===== src/rtl/stc_pkg.sv =====
// constants and types shared by the 16-bit timer and its compare units
package stc_pkg;
  // i/o space addresses
  localparam logic [7:0] STC_ADDR_FLAG    = 8'h16;
  localparam logic [7:0] STC_ADDR_MASK    = 8'h6F;
  localparam logic [7:0] STC_ADDR_CTRL_A  = 8'h80;
  localparam logic [7:0] STC_ADDR_CTRL_B  = 8'h81;
  localparam logic [7:0] STC_ADDR_CTRL_C  = 8'h82;
  localparam logic [7:0] STC_ADDR_CNT_L   = 8'h84;
  localparam logic [7:0] STC_ADDR_CNT_H   = 8'h85;
  localparam logic [7:0] STC_ADDR_CAP_L   = 8'h86;
  localparam logic [7:0] STC_ADDR_CAP_H   = 8'h87;
  localparam logic [7:0] STC_ADDR_CMPA_L  = 8'h88;
  localparam logic [7:0] STC_ADDR_CMPA_H  = 8'h89;
  localparam logic [7:0] STC_ADDR_CMPB_L  = 8'h8A;
  localparam logic [7:0] STC_ADDR_CMPB_H  = 8'h8B;
  localparam logic [7:0] STC_ADDR_BIT_LIM = 8'h20;
  // field positions
  localparam int STC_MODE_A_LSB  = 6;
  localparam int STC_MODE_B_LSB  = 4;
  localparam int STC_WGM_LO_LSB  = 0;
  localparam int STC_CAP_EDGE    = 6;
  localparam int STC_WGM_HI_LSB  = 3;
  localparam int STC_CS_LSB      = 0;
  localparam int STC_FORCE_A     = 7;
  localparam int STC_FORCE_B     = 6;
  localparam int STC_FLAG_OVF    = 0;
  localparam int STC_FLAG_MATCH0 = 1;
  localparam int STC_FLAG_CAP    = 5;
  // reset values and the counter maximum
  localparam logic [7:0]  STC_BYTE_RST = 8'h00;
  localparam logic [15:0] STC_WORD_RST = 16'h0000;
  localparam logic [15:0] STC_MAX      = 16'hFFFF;
  // prescaler masks, one per divider
  localparam int          STC_PSC_W     = 10;
  localparam logic [9:0]  STC_DIV8_M    = 10'h007;
  localparam logic [9:0]  STC_DIV64_M   = 10'h03F;
  localparam logic [9:0]  STC_DIV256_M  = 10'h0FF;
  localparam logic [9:0]  STC_DIV1024_M = 10'h3FF;

  typedef enum logic [2:0] {
    STC_CS_STOP    = 3'b000,
    STC_CS_DIV1    = 3'b001,
    STC_CS_DIV8    = 3'b010,
    STC_CS_DIV64   = 3'b011,
    STC_CS_DIV256  = 3'b100,
    STC_CS_DIV1024 = 3'b101,
    STC_CS_EXT_FALL = 3'b110,
    STC_CS_EXT_RISE = 3'b111
  } stc_clk_sel_t;

  typedef enum logic [3:0] {
    STC_WAVE_NORMAL  = 4'b0000,
    STC_WAVE_CTC_A   = 4'b0100,
    STC_WAVE_PFC_ICR = 4'b1000,
    STC_WAVE_PFC_A   = 4'b1001,
    STC_WAVE_CTC_ICR = 4'b1100
  } stc_wave_t;
endpackage


===== src/rtl/stc_cmp_if.sv =====
// shared counter view from the timer core to its compare units
`timescale 1ns/1ns
interface stc_cmp_if;
  logic        tick;
  logic [15:0] cnt;
  logic [15:0] top;
  logic        down;
  logic        pfc;
  logic        load_now;
  logic        block;
  modport timer (output tick, cnt, top, down, pfc, load_now, block);
  modport unit  (input  tick, cnt, top, down, pfc, load_now, block);
endinterface


===== src/rtl/stc_compare_unit.sv =====
// one double-buffered compare unit with its waveform output
`timescale 1ns/1ns
module stc_compare_unit
  import stc_pkg::*;
(
  // counter view
  stc_cmp_if.unit    cmp,
  // clock and reset
  input  wire logic        sys_clk,
  input  wire logic        rst,
  // register side
  input  wire logic        buf_we,
  input  wire logic [15:0] buf_data,
  input  wire logic [1:0]  out_mode,
  input  wire logic        toggle_ok,
  input  wire logic        force_cmp,
  output      logic [15:0] buffered,
  output      logic [15:0] active,
  // events and pin
  output      logic        match,
  output      logic        compare_out
);
  logic [15:0] next_buffered;
  logic [15:0] next_active;
  logic        next_match;
  logic        next_out;
  logic        hit;
  logic        inv;

  always_comb
  begin
    next_buffered = buf_we ? buf_data : buffered;
    next_active   = cmp.load_now ? buffered : active;
    hit           = cmp.tick && !cmp.block && (cmp.cnt == active);
    next_match    = hit;
    inv           = out_mode[0];
    next_out      = compare_out;
    if (!cmp.pfc)
    begin
      if (hit || force_cmp)
      begin
        unique case (out_mode)
          2'b00: next_out = compare_out;
          2'b01: next_out = ~compare_out;
          2'b10: next_out = 1'b0;
          2'b11: next_out = 1'b1;
        endcase
      end
    end
    else if (out_mode == 2'b01)
    begin
      if (toggle_ok && hit)
        next_out = ~compare_out;
    end
    else if (out_mode[1])
    begin
      if (active == STC_WORD_RST)
        next_out = inv;
      else if (active == cmp.top)
        next_out = ~inv;
      else if (hit)
        next_out = cmp.down ? ~inv : inv;
    end
  end

  always_ff @(posedge sys_clk)
  begin
    if (rst)
    begin
      buffered    <= STC_WORD_RST;
      active      <= STC_WORD_RST;
      match       <= 1'b0;
      compare_out <= 1'b0;
    end
    else
    begin
      buffered    <= next_buffered;
      active      <= next_active;
      match       <= next_match;
      compare_out <= next_out;
    end
  end
endmodule


===== src/rtl/stc_timer.sv =====
// 16-bit timer with two compare units, capture and byte-wide i/o access
`timescale 1ns/1ns
module stc_timer
  import stc_pkg::*;
(
  // clock and reset
  input  wire logic       sys_clk,
  input  wire logic       rst,
  // i/o space access
  input  wire logic [7:0] io_addr,
  input  wire logic [7:0] io_wdata,
  input  wire logic       io_we,
  input  wire logic       io_re,
  input  wire logic       io_bit_op,
  input  wire logic [2:0] io_bit_sel,
  output      logic [7:0] io_rdata,
  // pins
  input  wire logic       ext_count_pin,
  input  wire logic       capture_pin,
  output      logic       compare_out_a,
  output      logic       compare_out_b,
  // gated requests
  output      logic [7:0] irq_pending
);
  stc_cmp_if cmp_bus ();

  logic [7:0]          timer_control_a, timer_control_b, timer_flag_reg, timer_mask_reg;
  logic [7:0]          next_ctrl_a, next_ctrl_b, next_flag, next_mask;
  logic [7:0]          temp, next_temp, next_rdata, next_irq;
  logic [15:0]         timer_count, next_cnt, capture_value, next_cap;
  logic                down, next_down, block, next_block;
  logic [STC_PSC_W-1:0] psc, next_psc;
  logic                ext_s1, ext_s2, ext_s3, cap_s1, cap_s2, cap_s3;
  logic [3:0]          waveform_select;
  logic [15:0]         top_val;
  logic                pfc, tick, cap_edge, icr_top;
  logic [7:0]          set_bits, clr_bits;
  logic [1:0]          buf_we, force_cmp, match, cmp_out, toggle_ok;
  logic [1:0]          out_mode [2];
  logic [15:0]         bufv [2];
  logic [15:0]         active [2];
  logic [15:0]         wr_word;

  function automatic logic div_hit(input logic [STC_PSC_W-1:0] p, input logic [9:0] m);
    div_hit = &(p | ~m);
  endfunction

  function automatic logic [7:0] bit_mask(input logic [2:0] sel);
    bit_mask = 8'h01 << sel;
  endfunction

  assign waveform_select = {timer_control_b[STC_WGM_HI_LSB +: 2],
                            timer_control_a[STC_WGM_LO_LSB +: 2]};
  assign pfc      = (waveform_select == STC_WAVE_PFC_ICR) || (waveform_select == STC_WAVE_PFC_A);
  assign icr_top  = (waveform_select == STC_WAVE_PFC_ICR) || (waveform_select == STC_WAVE_CTC_ICR);
  assign wr_word  = {temp, io_wdata};
  assign out_mode[0] = timer_control_a[STC_MODE_A_LSB +: 2];
  assign out_mode[1] = timer_control_a[STC_MODE_B_LSB +: 2];
  assign toggle_ok   = {1'b0, waveform_select == STC_WAVE_PFC_A};

  always_comb
  begin
    unique case (waveform_select)
      STC_WAVE_CTC_A, STC_WAVE_PFC_A:     top_val = active[0];
      STC_WAVE_CTC_ICR, STC_WAVE_PFC_ICR: top_val = capture_value;
      default:                            top_val = STC_MAX;
    endcase
    unique case (stc_clk_sel_t'(timer_control_b[STC_CS_LSB +: 3]))
      STC_CS_STOP:     tick = 1'b0;
      STC_CS_DIV1:     tick = 1'b1;
      STC_CS_DIV8:     tick = div_hit(psc, STC_DIV8_M);
      STC_CS_DIV64:    tick = div_hit(psc, STC_DIV64_M);
      STC_CS_DIV256:   tick = div_hit(psc, STC_DIV256_M);
      STC_CS_DIV1024:  tick = div_hit(psc, STC_DIV1024_M);
      STC_CS_EXT_FALL: tick = ext_s3 & ~ext_s2;
      STC_CS_EXT_RISE: tick = ~ext_s3 & ext_s2;
    endcase
  end

  assign cmp_bus.tick     = tick;
  assign cmp_bus.cnt      = timer_count;
  assign cmp_bus.top      = top_val;
  assign cmp_bus.down     = down;
  assign cmp_bus.pfc      = pfc;
  assign cmp_bus.load_now = !pfc || (tick && timer_count == STC_WORD_RST);
  assign cmp_bus.block    = block;

  generate
    for (genvar i = 0; i < 2; i++)
    begin : g_unit
      stc_compare_unit u_cmp (
        .cmp         (cmp_bus),
        .sys_clk     (sys_clk),
        .rst         (rst),
        .buf_we      (buf_we[i]),
        .buf_data    (wr_word),
        .out_mode    (out_mode[i]),
        .toggle_ok   (toggle_ok[i]),
        .force_cmp   (force_cmp[i]),
        .buffered    (bufv[i]),
        .active      (active[i]),
        .match       (match[i]),
        .compare_out (cmp_out[i])
      );
    end
  endgenerate

  always_comb
  begin
    next_ctrl_a = timer_control_a;
    next_ctrl_b = timer_control_b;
    next_mask   = timer_mask_reg;
    next_temp   = temp;
    next_rdata  = io_rdata;
    next_cnt    = timer_count;
    next_cap    = capture_value;
    next_down   = down;
    next_block  = block;
    next_psc    = psc + 1'b1;
    set_bits    = 8'h00;
    clr_bits    = 8'h00;
    buf_we      = 2'b00;
    force_cmp   = 2'b00;
    // counting, on the tick enable only
    if (tick)
    begin
      next_block = 1'b0;
      if (pfc)
      begin
        if (timer_count == STC_WORD_RST)
          set_bits[STC_FLAG_OVF] = 1'b1;
        if (!down)
        begin
          next_down = (timer_count == top_val);
          next_cnt  = next_down ? timer_count - 1'b1 : timer_count + 1'b1;
        end
        else
        begin
          next_down = (timer_count != STC_WORD_RST);
          next_cnt  = next_down ? timer_count - 1'b1 : timer_count + 1'b1;
        end
      end
      else
      begin
        next_down = 1'b0;
        if (timer_count == STC_MAX)
          set_bits[STC_FLAG_OVF] = 1'b1;
        if ((waveform_select == STC_WAVE_CTC_A || waveform_select == STC_WAVE_CTC_ICR)
            && timer_count == top_val)
          next_cnt = STC_WORD_RST;
        else
          next_cnt = timer_count + 1'b1;
      end
    end
    // capture on the chosen pin edge, unless the capture register is top
    cap_edge = timer_control_b[STC_CAP_EDGE] ? (~cap_s3 & cap_s2) : (cap_s3 & ~cap_s2);
    if (cap_edge && !icr_top)
    begin
      next_cap = timer_count;
      set_bits[STC_FLAG_CAP] = 1'b1;
    end
    set_bits[STC_FLAG_MATCH0 +: 2] = match;
    // reads; a low byte read parks the high byte in the latch
    if (io_re)
    begin
      unique case (io_addr)
        STC_ADDR_CTRL_A: next_rdata = timer_control_a;
        STC_ADDR_CTRL_B: next_rdata = timer_control_b;
        STC_ADDR_CTRL_C: next_rdata = 8'h00;
        STC_ADDR_FLAG:   next_rdata = timer_flag_reg;
        STC_ADDR_MASK:   next_rdata = timer_mask_reg;
        STC_ADDR_CNT_L:
        begin
          next_rdata = timer_count[7:0];
          next_temp  = timer_count[15:8];
        end
        STC_ADDR_CAP_L:
        begin
          next_rdata = capture_value[7:0];
          next_temp  = capture_value[15:8];
        end
        STC_ADDR_CMPA_L:
        begin
          next_rdata = bufv[0][7:0];
          next_temp  = bufv[0][15:8];
        end
        STC_ADDR_CMPB_L:
        begin
          next_rdata = bufv[1][7:0];
          next_temp  = bufv[1][15:8];
        end
        STC_ADDR_CNT_H, STC_ADDR_CAP_H, STC_ADDR_CMPA_H, STC_ADDR_CMPB_H:
          next_rdata = temp;
        default:         next_rdata = 8'h00;
      endcase
    end
    // writes; high bytes only load the latch, low bytes commit the pair
    if (io_we)
    begin
      unique case (io_addr)
        STC_ADDR_CTRL_A: next_ctrl_a = io_wdata;
        STC_ADDR_CTRL_B: next_ctrl_b = io_wdata;
        STC_ADDR_CTRL_C:
          force_cmp = {io_wdata[STC_FORCE_B], io_wdata[STC_FORCE_A]};
        STC_ADDR_MASK:   next_mask = io_wdata;
        STC_ADDR_FLAG:
          clr_bits = io_bit_op ? (io_wdata & bit_mask(io_bit_sel)) : io_wdata;
        STC_ADDR_CNT_H, STC_ADDR_CAP_H, STC_ADDR_CMPA_H, STC_ADDR_CMPB_H:
          next_temp = io_wdata;
        STC_ADDR_CNT_L:
        begin
          next_cnt   = wr_word;
          next_block = 1'b1;
        end
        STC_ADDR_CAP_L:  next_cap = wr_word;
        STC_ADDR_CMPA_L: buf_we[0] = 1'b1;
        STC_ADDR_CMPB_L: buf_we[1] = 1'b1;
        default:         next_temp = temp;
      endcase
    end
    // set beats a clear landing in the same cycle
    next_flag = (timer_flag_reg & ~clr_bits) | set_bits;
    next_irq  = timer_flag_reg & timer_mask_reg;
  end

  always_ff @(posedge sys_clk)
  begin
    if (rst)
    begin
      timer_control_a <= STC_BYTE_RST;
      timer_control_b <= STC_BYTE_RST;
      timer_flag_reg  <= STC_BYTE_RST;
      timer_mask_reg  <= STC_BYTE_RST;
      temp            <= STC_BYTE_RST;
      io_rdata        <= STC_BYTE_RST;
      irq_pending     <= STC_BYTE_RST;
      timer_count     <= STC_WORD_RST;
      capture_value   <= STC_WORD_RST;
      down            <= 1'b0;
      block           <= 1'b0;
      psc             <= '0;
      ext_s1          <= 1'b0;
      ext_s2          <= 1'b0;
      ext_s3          <= 1'b0;
      cap_s1          <= 1'b0;
      cap_s2          <= 1'b0;
      cap_s3          <= 1'b0;
    end
    else
    begin
      timer_control_a <= next_ctrl_a;
      timer_control_b <= next_ctrl_b;
      timer_flag_reg  <= next_flag;
      timer_mask_reg  <= next_mask;
      temp            <= next_temp;
      io_rdata        <= next_rdata;
      irq_pending     <= next_irq;
      timer_count     <= next_cnt;
      capture_value   <= next_cap;
      down            <= next_down;
      block           <= next_block;
      psc             <= next_psc;
      ext_s1          <= ext_count_pin;
      ext_s2          <= ext_s1;
      ext_s3          <= ext_s2;
      cap_s1          <= capture_pin;
      cap_s2          <= cap_s1;
      cap_s3          <= cap_s2;
    end
  end

  assign compare_out_a = cmp_out[0];
  assign compare_out_b = cmp_out[1];
endmodule


===== config.mk =====
export PLATFORM = sky130hd
export DESIGN_NAME = stc_timer
export DESIGN_NICKNAME = d
export VERILOG_FILES = /design/src/rtl/stc_pkg.sv /design/src/rtl/stc_cmp_if.sv /design/src/rtl/stc_compare_unit.sv /design/src/rtl/stc_timer.sv
export SDC_FILE = /design/constraint.sdc
export NUM_CORES = 1
export LEC_CHECK = 0
export BUFFER_PORTS_ARGS = -buffer_cell sky130_fd_sc_hd__buf_4
export CAP_MARGIN = 0
export CORE_ASPECT_RATIO = 2
export CORE_MARGIN = 2
export CORE_UTILIZATION = 55
export DETAILED_ROUTE_END_ITERATION = 16
export PLACE_DENSITY = 0.8
export SLEW_MARGIN = 20
export SYNTH_ARGS = -nofsm -noshare
export SYNTH_HDL_FRONTEND = slang
export SYNTH_HIERARCHICAL = 1
export SYNTH_SLANG_ARGS = --single-unit
export TNS_END_PERCENT = 100

===== constraint.sdc =====
create_clock -name sys_clk -period 3.4 [get_ports sys_clk]
set_input_delay 0.68 -clock sys_clk [delete_from_list [all_inputs] [get_ports sys_clk]]
set_output_delay 0.68 -clock sys_clk [all_outputs]
set_load 0.005 [all_outputs]

==> key figures <==
Pwr
  • Power density cells: 343 mW/mm2
  • Leakage dissipation: 0.00489 uW
  • Total chip power: 4170 uW
  • Maximum vdd ir drop: 471 uV

Final layout
  • Largest regs: g_unit.u_cmp/active (32), g_unit.u_cmp/buffered (32)
  • Most common cell after layout, fill and taps aside: dfxtp_1
  • Layout area overhead: 20.6%
  • ANT cells: 0
  • Most frequent cells in the layout: 171 x dfxtp_1, 161 x nor2_1, 139 x buf_4, 109 x nand2_1, 82 x mux2i_1
  • Share of cells above drive strength 1: 19.5%
  • Final net count: 1,342
  • Fill cell count: 1,460

CTS
  • Clock sink count: 174
  • Num CTS Buffers: 17
  • Worst-path clk slew: 0.07 ns
  • CTS tree: done
  • CTS max path bufs: 2
  • Worst-Skew Late Latency: 0.45 ns
  • Root buf cell: clkbuf_16
  • CTS H-Tree Depth: 4
  • # hold bufs at CTS: 0

Floorplan
  • Core Box Area: 0.0181 mm2
  • Die area: 0.0195 mm2
  • Die width: 99.8 um
  • Chip height: 196 um
  • Starting Density: 55.7%
  • FP Rows: 70
  • Top Ports: 44

Worst setup path
  • Slowest stage delay, CP: 0.57 ns
  • Worst EP required: 3.76 ns
  • Slowest stage cell on the critical path: or4_4
  • CP arrival: 3.78 ns
  • Crit Path Class: flop to flop
  • Critical path startpoint category: flop
  • R2r worst-path depth: 14
  • Cell Chain, Critical Path: buf_12 > buf_6 > or3b_2 > a31o_4 > xnor2_2 > nand4_1 > or4_4 > o21ai_4 > buf_6 > nand2_4 > buf_12 > nor2_4 > a311oi_2 > o31ai_1
  • Setup crit end kind: flop
  • CP max FO: 9

Routing
  • Final ANT Viol Nets: 0
  • DRT Pass-1 Iters: 9
  • Drt total wl: 38.4 mm
  • DRC errors left: 0
  • Vias/cell: 6.84
  • Wire per inst: 24.9 um
  • Via count: 10,500
  • 1st-iter DRT viols: 1,412

Timing
  • Final period util: 101%
  • Unrepaired setup endpoints after global routing: yes
  • Fmax: 292 MHz
  • Normalized max-slew margin: 36.8%
  • Fin crit period: 3.42 ns
  • Setup ws final: -0.0206 ns
  • Final setup fails: 2
  • Slew Limit Fails: 0
  • Final hold vios: 0
  • Worst hold slack: 0.445 ns
  • Worst-margin pin slew: 0.940 ns
  • Final setup skew: 0.0117 ns

Logic synthesis
  • #FFs+latches synth: 174
  • Asr flop ratio synth: 0%
  • Synthesized area: 0.0101 mm2
  • Post-Syn Instances: 1,231
  • Ys flop type: dfxtp_1
  • Register area share after synthesis: 34.5%
  • Post-Syn Area per Cell: 8.20 um2
  • Net Count, Synth: 1,262
  • Ys Warns: 6
  • Synth unique cells: 72
  • EDFF count, synth: 0

Placement
  • Post-DP HPWL: 27.6 mm
  • Buffers on Ports: 43
  • RePlAce Congestion: 1.05

Global routing
  • Largest net degree at the start of global routing: 101
  • Final global-route overflow total: 0
  • Tot GR Track Use: 38.6%
  • Initial antenna violation count: 0
  • Global-route wire length before repair: 56.6 mm
  • Vias in the first global route: 10,100

Status
  • Outcome: finished, violations left
  • Failing checks: setup timing

Worst hold path
  • Worst hold stages: 2
  • Min-delay worst type: primary input to flop

Flow run
  • Max-Cap Viols: 0
[worst max-delay path, delay by kind of cell, from the launching register on]
| kind | cells | cell delay [ns] |
|---|---|---|
| AND/OR/NAND/NOR | 5 | 1.32 |
| buffers and inverters | 4 | 0.55 |
| XOR/XNOR | 1 | 0.21 |
| AO/OA/AOI/OAI | 4 | 0.86 |
| flip-flops | 1 | 0.40 |
[path summary, 6_finish.rpt]
check / start / end / slack (ns)
hold / removal: ext_count_pin / ext_s1 / 0.44
hold reg to reg: cap_s1 / cap_s2 / 0.44
setup / recovery: timer_control_b[4] / cmp_bus.cnt[11] / -0.02
setup reg to reg: timer_control_b[4] / cmp_bus.cnt[11] / -0.02
[layout make-up]
type | count | area, um2 | area share [%]
Inverter | 18 | 67.6 | 0.555
Clock inverter | 14 | 134 | 1.10
Clock buffer | 18 | 439 | 3.61
Sequential cell | 174 | 3490 | 28.7
Multi-Input combinational cell | 940 | 6410 | 52.6
Tap cell | 216 | 270 | 2.22
Timing Repair Buffer | 160 | 1360 | 11.2
[what timing repair did]
action,in CTS,in global routing
resized for setup,7,53
pin swaps,2,27
setup endpoints to repair,14,16
buffers inserted,3,5
cloned,0,1
[metal layers]
metal | vias to the layer above | routed length [um] | part of all wire, % | GRT usage [%]
li1 | 4626 | - | - | -
met1 | 4912 | 12300 | 32 | 38.1
met2 | 706 | 18800 | 49 | 65.9
met3 | 283 | 2940 | 7.7 | 7.87
met4 | 0 | 4310 | 11 | 35.1
met5 | - | 0 | 0 | 0
[cells by family after synthesis]
logic type,share of synthesized area (%)
compound gates,17.1
buf+inv,4.59
xor+xnor,8.33
simple gates,26.2
mux,8.56
flops,34.5
fa+ha+maj,0.620
other cells,0.0371
[through the flow]
stage	utilization (%)	instances	TNS, ns	area, um2	worst slack [ns]
after floorplan	-	1231	0	10100	0.0499
after global placement	62.0	1499	-0.629	11200	-0.111
after detailed placement	62.0	1499	-1.17	11200	-0.201
after CTS	65.5	1534	0	11900	0.00596
after global routing	67.1	1540	-0.291	12200	-0.0603
final	67.1	1540	-0.0215	12200	-0.0206
[power breakdown]
part | leakage, uW | internal (uW) | switching, uW
logic | 0.00320 | 53.8 | 118
registers | 0.00140 | 2040 | 11.8
clock network | 0.000282 | 1040 | 902
[Yosys cell counts, types with 12 or more instances]
cell type	instances	share of area, %
dfxtp_1	174	35
nor2_1	162	6.0
nand2_1	109	4.1
mux2i_1	83	8.2
clkbuf_1	82	3.0
xor2_1	67	5.8
a21oi_1	54	2.7
nand3_1	52	2.6
o21ai_0	44	2.2
xnor2_1	29	2.5
nor4_1	26	1.6
a211oi_1	22	1.6
a222oi_1	22	2.2
nor2b_1	22	1.4
and3_1	18	1.1
nor3_1	17	0.84
a31o_2	16	1.4
inv_1	16	0.59
or4b_1	16	1.6
a311oi_1	15	1.3
and2_1	13	0.81
buf_2	13	0.64
nand4bb_1	13	1.5
nand4_1	12	0.74
No activity file was read; power rests on OpenSTA's default activity.
